$ cat src/spg_pkg.sv
package spg_pkg;

  // ************************************************************
  // Register map (word offsets are byte addresses)
  // ************************************************************
  localparam logic [7:0]  CTRL_OFFSET     = 8'h00;
  localparam logic [7:0]  DURATION_OFFSET = 8'h04;
  localparam logic [7:0]  DELAY_OFFSET    = 8'h08;
  localparam logic [7:0]  STATUS_OFFSET   = 8'h0C;

  // ************************************************************
  // Field layout of the control register
  // ************************************************************
  localparam int          CTRL_MODE_LSB   = 0;
  localparam int          CTRL_INV_BIT    = 2;

  // ************************************************************
  // Reset values
  // ************************************************************
  localparam logic [1:0]  MODE_RESET      = 2'h0;
  localparam logic        INV_RESET       = 1'b0;
  localparam logic [16:0] DURATION_RESET  = 17'h00064;
  localparam logic [16:0] DELAY_RESET     = 17'h00000;

  // ************************************************************
  // Timing: settings are in units of 0.01 us (10 ns)
  // ************************************************************
  localparam int          CLK_PERIOD_NS   = 10;
  localparam int          TICK_NS         = 10;
  localparam int          TICK_CYCLES     = (TICK_NS + CLK_PERIOD_NS - 1) / CLK_PERIOD_NS;
  localparam logic [16:0] DURATION_MIN    = 17'h00064;
  localparam logic [16:0] DURATION_MAX    = 17'h186A0;
  localparam logic [16:0] DELAY_MAX       = 17'h186A0;
  localparam int          CNT_W           = 17;

  typedef enum logic [1:0] {
    SPG_MODE_OFF   = 2'h0,
    SPG_MODE_TIMED = 2'h1,
    SPG_MODE_WIDTH = 2'h2,
    SPG_MODE_ON    = 2'h3
  } spg_mode_type;

endpackage : spg_pkg

$ cat src/spg_delay_if.sv
`timescale 1ns/100ps
interface spg_delay_if;
  import spg_pkg::*;
  logic             tick;
  logic [CNT_W-1:0] delay;
  logic             level_in;
  logic             level_out;
  modport line (input tick, input delay, input level_in, output level_out);
  modport ctrl (output tick, output delay, output level_in, input level_out);
endinterface : spg_delay_if

$ cat src/spg_delay_line.sv
`timescale 1ns/100ps
// Delays a level by a programmed number of ticks, edge by edge.
// Holds up to EDGES pending edges; a pulse shorter than the delay is
// kept exactly, but edges beyond the queue depth are dropped.
module spg_delay_line
  import spg_pkg::*;
(
  // Clock and reset
  input  wire logic clk_i,
  input  wire logic rst_i,
  // Control side
  spg_delay_if.line dl
);

  localparam int EDGES = 8;

  logic [CNT_W-1:0] due_r [EDGES];
  logic [EDGES-1:0] busy_r;
  logic             last_r;
  logic             out_r;
  logic [2:0]       wr_r;
  logic [2:0]       rd_r;

  assign dl.level_out = out_r;

  always_ff @(posedge clk_i) begin
    if (rst_i) begin
      last_r <= 1'b0;
    end else begin
      last_r <= dl.level_in;
    end
  end

  // Zero delay bypasses the queue
  always_ff @(posedge clk_i) begin
    if (rst_i) begin
      out_r  <= 1'b0;
      wr_r   <= 3'h0;
      rd_r   <= 3'h0;
      busy_r <= '0;
    end else if (dl.delay == '0) begin
      out_r  <= dl.level_in;
      busy_r <= '0;
      wr_r   <= 3'h0;
      rd_r   <= 3'h0;
    end else begin
      if (busy_r[rd_r] && dl.tick && due_r[rd_r] <= 17'h00001) begin
        out_r         <= ~out_r;
        busy_r[rd_r]  <= 1'b0;
        rd_r          <= rd_r + 3'h1;
      end
      if (dl.level_in != last_r && !busy_r[wr_r]) begin
        busy_r[wr_r] <= 1'b1;
        wr_r         <= wr_r + 3'h1;
      end
    end
  end

  for (genvar g = 0; g < EDGES; g++) begin : g_slot
    always_ff @(posedge clk_i) begin
      if (rst_i) begin
        due_r[g] <= '0;
      end else if (dl.level_in != last_r && !busy_r[g] && wr_r == 3'(g)) begin
        due_r[g] <= dl.delay;
      end else if (busy_r[g] && dl.tick && due_r[g] != '0) begin
        due_r[g] <= due_r[g] - 17'h00001;
      end
    end
  end

endmodule : spg_delay_line

$ cat src/spg_strobe.sv
`timescale 1ns/100ps
module spg_strobe
  import spg_pkg::*;
(
  // Clock and reset
  input  wire logic        clk_i,
  input  wire logic        rst_i,
  // Wishbone slave
  input  wire logic        cyc_i,
  input  wire logic        stb_i,
  input  wire logic        we_i,
  input  wire logic [7:0]  adr_i,
  input  wire logic [3:0]  sel_i,
  input  wire logic [31:0] dat_i,
  output logic      [31:0] dat_o,
  output logic             ack_o,
  // Line trigger: external pin, or internal free-run line start
  input  wire logic        trig_pin_i,
  input  wire logic        line_start_i,
  input  wire logic        free_run_i,
  // Strobe output
  output logic             strobe_o
);

  // ************************************************************
  // Register file
  // ************************************************************
  spg_mode_type     mode_r;
  logic             inv_r;
  logic [CNT_W-1:0] dur_r;
  logic [CNT_W-1:0] dly_r;
  logic             trig_s1_r;
  logic             trig_s2_r;
  logic             trig_d_r;
  logic             pulse_r;
  logic [CNT_W-1:0] left_r;
  logic             out_r;
  logic [CNT_W-1:0] wdat;
  logic             wr_en;

  assign wr_en = cyc_i && stb_i && we_i && !ack_o;
  assign wdat  = dat_i[CNT_W-1:0];

  always_ff @(posedge clk_i) begin
    if (rst_i) begin
      ack_o <= 1'b0;
    end else begin
      ack_o <= cyc_i && stb_i && !ack_o;
    end
  end

  // Control bits: byte lane 0 only
  always_ff @(posedge clk_i) begin
    if (rst_i) begin
      mode_r <= spg_mode_type'(MODE_RESET);
      inv_r  <= INV_RESET;
    end else if (wr_en && adr_i == CTRL_OFFSET && sel_i[0]) begin
      mode_r <= spg_mode_type'(dat_i[CTRL_MODE_LSB +: 2]);
      inv_r  <= dat_i[CTRL_INV_BIT];
    end
  end

  // Out-of-range writes are clamped, so the pulse always stays legal.
  // The full bus word is compared, so large values cannot wrap into range.
  always_ff @(posedge clk_i) begin
    if (rst_i) begin
      dur_r <= DURATION_RESET;
      dly_r <= DELAY_RESET;
    end else if (wr_en && sel_i == 4'hF) begin
      if (adr_i == DURATION_OFFSET) begin
        dur_r <= (dat_i < 32'(DURATION_MIN)) ? DURATION_MIN :
                 (dat_i > 32'(DURATION_MAX)) ? DURATION_MAX : wdat;
      end
      if (adr_i == DELAY_OFFSET) begin
        dly_r <= (dat_i > 32'(DELAY_MAX)) ? DELAY_MAX : wdat;
      end
    end
  end

  always_ff @(posedge clk_i) begin
    if (rst_i) begin
      dat_o <= 32'h0000_0000;
    end else if (cyc_i && stb_i && !we_i && !ack_o) begin
      unique case (adr_i)
        CTRL_OFFSET:     dat_o <= {29'h0, inv_r, mode_r};
        DURATION_OFFSET: dat_o <= {15'h0, dur_r};
        DELAY_OFFSET:    dat_o <= {15'h0, dly_r};
        STATUS_OFFSET:   dat_o <= {29'h0, strobe_o, pulse_r, trig_d_r};
        default:         dat_o <= 32'h0000_0000;
      endcase
    end
  end

  // ************************************************************
  // Trigger source
  // ************************************************************
  always_ff @(posedge clk_i) begin
    if (rst_i) begin
      trig_s1_r <= 1'b0;
      trig_s2_r <= 1'b0;
    end else begin
      trig_s1_r <= trig_pin_i;
      trig_s2_r <= trig_s1_r;
    end
  end

  logic trig_lvl;
  logic trig_rise;
  assign trig_lvl  = free_run_i ? line_start_i : trig_s2_r;
  assign trig_rise = trig_lvl && !trig_d_r;

  always_ff @(posedge clk_i) begin
    if (rst_i) begin
      trig_d_r <= 1'b0;
    end else begin
      trig_d_r <= trig_lvl;
    end
  end

  // ************************************************************
  // 0.01 us tick and timed pulse
  // ************************************************************
  logic tick;
  if (TICK_CYCLES > 1) begin : g_div
    logic [7:0] div_r;
    always_ff @(posedge clk_i) begin
      if (rst_i || div_r == 8'(TICK_CYCLES - 1)) begin
        div_r <= 8'h00;
      end else begin
        div_r <= div_r + 8'h01;
      end
    end
    assign tick = (div_r == 8'(TICK_CYCLES - 1));
  end else begin : g_nodiv
    assign tick = 1'b1;
  end

  // A trigger during a running pulse restarts it
  always_ff @(posedge clk_i) begin
    if (rst_i || mode_r != SPG_MODE_TIMED) begin
      pulse_r <= 1'b0;
      left_r  <= '0;
    end else if (trig_rise) begin
      pulse_r <= 1'b1;
      left_r  <= dur_r;
    end else if (pulse_r && tick) begin
      if (left_r <= 17'h00001) begin
        pulse_r <= 1'b0;
      end
      left_r <= left_r - 17'h00001;
    end
  end

  // ************************************************************
  // Mode select, delay, inversion
  // ************************************************************
  logic sel_lvl;
  always_comb begin
    unique case (mode_r)
      SPG_MODE_OFF:   sel_lvl = 1'b0;
      SPG_MODE_TIMED: sel_lvl = pulse_r;
      SPG_MODE_WIDTH: sel_lvl = trig_lvl;
      SPG_MODE_ON:    sel_lvl = 1'b1;
    endcase
  end

  spg_delay_if dif ();
  assign dif.tick     = tick;
  assign dif.delay    = dly_r;
  assign dif.level_in = sel_lvl;

  spg_delay_line u_delay (
    .clk_i (clk_i),
    .rst_i (rst_i),
    .dl    (dif.line)
  );

  always_ff @(posedge clk_i) begin
    if (rst_i) begin
      out_r <= 1'b0;
    end else begin
      out_r <= dif.level_out ^ inv_r;
    end
  end

  assign strobe_o = out_r;

endmodule : spg_strobe

$ cat config.mk
export PLATFORM = sky130hd
export DESIGN_NAME = spg_strobe
export DESIGN_NICKNAME = d
export VERILOG_FILES = /design/src/spg_pkg.sv /design/src/spg_delay_if.sv /design/src/spg_delay_line.sv /design/src/spg_strobe.sv
export SDC_FILE = /design/constraint.sdc
export NUM_CORES = 1
export LEC_CHECK = 0
export BUFFER_PORTS_ARGS = -buffer_cell sky130_fd_sc_hd__buf_4
export CORE_ASPECT_RATIO = 1.4
export CORE_MARGIN = 8
export CORE_UTILIZATION = 35
export CTS_BUF_LIST = sky130_fd_sc_hd__clkbuf_16
export DETAILED_ROUTE_END_ITERATION = 8
export GPL_TIMING_DRIVEN = 0
export PLACE_DENSITY_LB_ADDON = 0.08
export SYNTH_ARGS = -nofsm -noshare
export SYNTH_HDL_FRONTEND = slang
export SYNTH_SLANG_ARGS = --single-unit
$ cat constraint.sdc
create_clock -name clk_i -period 4.45 [get_ports clk_i]
set_input_delay 0.2225 -clock clk_i [delete_from_list [all_inputs] [get_ports clk_i]]
set_output_delay 0.2225 -clock clk_i [all_outputs]
set_load 0.02 [all_outputs]
==> impl_metrics.env <==
export IMPL_status="finished clean"
export IMPL_row_count=82
export IMPL_cts_resized=0
export IMPL_clk_latency_ns=0.56
export IMPL_async_flop_share=0
export IMPL_finClkSkew_ns=0.0156
export IMPL_syn_area_per_cell_um2=9.07
export IMPL_synth_top_family_by_area="simple AND/OR/NAND/NOR gates"
export IMPL_critical_path_buf_inv_count=3
export IMPL_hpwl_mm=29.0
export IMPL_yosysSeqAreaShare=0.474
export IMPL_ant_nets=0
export IMPL_cts_made_buffers=27
export IMPL_slew_limit_headroom=0.128
export IMPL_fmax_mhz=251
export IMPL_crit_arrival_ns=4.18
export IMPL_area_delta_synth_final_pct=17.8
export IMPL_muxShareOfSynthArea=0.0161
export IMPL_yosys_warnings=0
export IMPL_gr_total_overflow=0
export IMPL_routed_wl_mm=41.4
export IMPL_antennaDiodeCount=0
export IMPL_root_buffer="clkbuf_16"
export IMPL_slew_violations=0
export IMPL_initial_core_util=0.354
export IMPL_path_common_cell="buf_2"
export IMPL_io_buffers=70
export IMPL_clkPwrFrac=0.472
export IMPL_yosys_area_share_adder=0.0168
export IMPL_grt_max_degree=18
export IMPL_finalNonFillerCells=2011
export IMPL_wl_per_cell_um=20.6
export IMPL_fillers=3594
export IMPL_cts_sinks=232
export IMPL_crit_fanout=17
export IMPL_multiInputGateArea_um2=6220
export IMPL_netlist_instances=1398
export IMPL_remaining_drc_errors=0
export IMPL_worstMarginPinSlew_ns=1.31
export IMPL_cpMaxStageDelayCell="xnor2_1"
export IMPL_irDropWorstVdd_v=0.000306
export IMPL_finalCritPeriodShare=0.897
export IMPL_synth_xor_area_frac=0.0877
export IMPL_setup_viol=0
export IMPL_drt_iter0_markers=624
export IMPL_power_frac_seq=0.477
export IMPL_grt_pass1_vias=10700
export IMPL_holdCritPathClass="in -> reg"
export IMPL_die_area_um2=42700
export IMPL_rsz0062_at_grt="no"
export IMPL_cp_start_kind="flop"
export IMPL_combPwrFrac=0.050
export IMPL_core_area_um2=35800
export IMPL_netlist_area_um2=12700
export IMPL_finalCriticalPeriod_ns=3.99
export IMPL_synth_compound_area_frac=0.134
export IMPL_cp_end_kind="flop"
export IMPL_critical_path_required_ns=4.64
export IMPL_synth_distinct_cells=63
export IMPL_netSwitchingFraction=0.231
export IMPL_post_cts_buffers=0
export IMPL_dr_pass1_iters=5
export IMPL_grt_usage=0.194
export IMPL_fin_nets=1597
export IMPL_via_per_inst=5.30
export IMPL_powerDensity_nw_per_um2=335
export IMPL_synth_seq_cells=232
export IMPL_ios=86
export IMPL_critPathTopFamily="simple AND/OR/NAND/NOR gates"
export IMPL_place_congestion=0.858
export IMPL_cts_path_max_buffers=3
export IMPL_cts_tree="yes"
export IMPL_die_height_um=241
export IMPL_grt_pass1_wl_mm=63.9
export IMPL_clk_pin_slew_ns=0.06
export IMPL_seq_area_um2=6010
export IMPL_dieWidth_um=177
export IMPL_hold_viol=0
export IMPL_vias=10700
export IMPL_p_int_mw=3.85
export IMPL_setup_tns_ns=0
export IMPL_crit_chain="buf_2 -> o21ai_0 -> o21a_1 -> xnor2_1 -> nand2b_1 -> buf_2 -> nor3_2 -> buf_2 -> nor2_1 -> nand2_1"
export IMPL_h_tree_depth=1
export IMPL_maxCapViolCount=0
export IMPL_antenna_found_initial=0
export IMPL_drive_above_1_share=0.112
export IMPL_synth_simple_gate_area_frac=0.232
export IMPL_crit_type="reg -> reg"
export IMPL_max_stage_delay_ns=0.91
export IMPL_power_leakage_nw=4.95
export IMPL_synthFlopType="edfxtp_1"
export IMPL_p_switching_mw=1.16
export IMPL_synth_edf_count=136
export IMPL_post_place_cells=1944
==> worst register-to-register path, cell delays in order (launching register included) <==
cell and delay (ns):
dfxtp_1 0.30, buf_2 0.25, o21ai_0 0.13, o21a_1 0.19, xnor2_1 0.91, nand2b_1 0.09
buf_2 0.25, nor3_2 0.53, buf_2 0.34, nor2_1 0.06, nand2_1 0.58
==> Yosys cell counts (5+ instances only) <==
cell type / count / share of area
nand2_1: 212 / 0.063
nor2_1: 165 / 0.049
edfxtp_1: 136 / 0.32
o21ai_0: 127 / 0.050
dfxtp_1: 96 / 0.15
xnor2_1: 92 / 0.064
clkbuf_1: 62 / 0.018
nor4_1: 48 / 0.024
a21oi_1: 46 / 0.018
nor3_1: 43 / 0.017
xor2_1: 35 / 0.024
nand3_1: 31 / 0.012
a22oi_1: 27 / 0.016
inv_1: 25 / 0.0074
a211oi_1: 20 / 0.012
ha_1: 17 / 0.017
buf_4: 15 / 0.0089
nand2b_1: 15 / 0.0074
nor2b_1: 15 / 0.0074
or4_1: 14 / 0.0083
or3_1: 12 / 0.0059
or2_2: 10 / 0.0049
o21ai_2: 9 / 0.0062
a32o_1: 8 / 0.0063
mux2i_1: 8 / 0.0063
o21ai_1: 8 / 0.0032
buf_2: 7 / 0.0028
nand4_1: 7 / 0.0035
nor3b_1: 7 / 0.0041
nand3b_1: 5 / 0.0030
nor4b_1: 5 / 0.0035
o22ai_1: 5 / 0.0025
o41ai_1: 5 / 0.0035
==> sequential cells by signal, indices dropped and copies added, names as in the netlist, 2 cells and up, named ones only <==
name            flops
u_delay.due_r     136
mode_r              2
u_delay.busy_r      8
dat_o              17
u_delay.rd_r        3
dur_r              17
u_delay.wr_r        3
left_r             17
dif.delay          17
==> power groups by stage <==
stage | Combinational, mW | Clock (mW) | Sequential (mW)
floorplan | 0.154 | 0 | 2.42
global placement | 0.242 | 0 | 2.44
detailed placement | 0.242 | 0 | 2.44
CTS | 0.255 | 2.42 | 2.39
global route | 0.280 | 2.50 | 2.40
finish | 0.253 | 2.37 | 2.39
==> area by class of cell <==
type	count	share of cell area
buffer	88	0.0275
timing repair buffer	87	0.0466
clock buffer	31	0.0519
clock inverter	19	0.0106
inverter	25	0.00628
multi-input combinational	1067	0.416
tap	462	0.0387
sequential	232	0.402
==> cell usage in the layout, fill, tap and decap left out, types with 7 or more instances in the layout <==
| cell type | Yosys | layout |
|---|---|---|
| or4_1 | 14 | 14 |
| nor3b_1 | 7 | 7 |
| edfxtp_1 | 136 | 136 |
| a32o_1 | 8 | 8 |
| nand3_1 | 31 | 31 |
| a21oi_1 | 46 | 46 |
| or3_1 | 12 | 12 |
| o21ai_1 | 8 | 8 |
| a211oi_1 | 20 | 20 |
| inv_1 | 25 | 30 |
| clkbuf_16 | 0 | 31 |
| buf_4 | 15 | 85 |
| dfxtp_1 | 96 | 96 |
| xor2_1 | 35 | 35 |
| xnor2_1 | 92 | 92 |
| mux2i_1 | 8 | 8 |
| nor2_1 | 165 | 165 |
| nor2b_1 | 15 | 15 |
| o21ai_2 | 9 | 9 |
| conb_1 | 1 | 15 |
| dlygate4sd3_1 | 0 | 17 |
| nor4_1 | 48 | 48 |
| a22oi_1 | 27 | 27 |
| nor3_1 | 43 | 43 |
| nand2b_1 | 15 | 15 |
| nand2_1 | 212 | 212 |
| clkbuf_1 | 62 | 62 |
| o21ai_0 | 127 | 127 |
| buf_2 | 7 | 7 |
| ha_1 | 17 | 17 |
| or2_2 | 10 | 10 |
| nand4_1 | 7 | 7 |
==> worst paths after layout <==
check / start / to / slack [ns] / cells after the start
max: pulse_r / u_delay.due_r[4][8] / 0.46 / 10
min: dat_i[16] / dif.delay[16] / 0.06 / 3
max reg2reg: pulse_r / u_delay.due_r[4][8] / 0.46 / 10
min reg2reg: trig_s1_r / trig_s2_r / 0.45 / 1
==> cells by family (layout without fill, tap and decap cells) <==
family / count (synthesis) / in the layout
and+or+nand+nor: 614 / 614
AOI/OAI and AO/OA: 279 / 279
DFF: 232 / 232
xor gates and xnor gates: 127 / 127
buffers and inverters: 113 / 250
adders and majority gates: 17 / 17
muxes: 15 / 15
other: 1 / 15
==> repair_timing <==
action	in CTS	in global routing
hold buffers	17	0
endpoints found under the hold margin	28	0
setup endpoints to repair	0	0
==> metal layers <==
metal,wire length [um],up-vias,track usage,share of wire
met5,0,-,0,0
li1,-,5231,-,-
met1,17000,5112,0.228,0.41
met4,1650,0,0.0832,0.040
met2,21200,242,0.354,0.51
met3,1510,72,0.0209,0.036
==> stage by stage <==
step	setup slack (ns)	total power, mW	cell area (um^2)	hold slack, ns	utilization
after floorplan	1.38	2.57	12700	0.351	-
after global placement	0.421	2.68	13800	0.436	0.386
after detailed placement	0.392	2.68	13800	0.440	0.386
after CTS	0.379	5.07	14900	0.0387	0.417
after global routing	0.0727	5.18	14900	0.0680	0.417
final	0.460	5.01	14900	0.0622	0.417
Note: power is estimated with default switching activity, not from simulation.
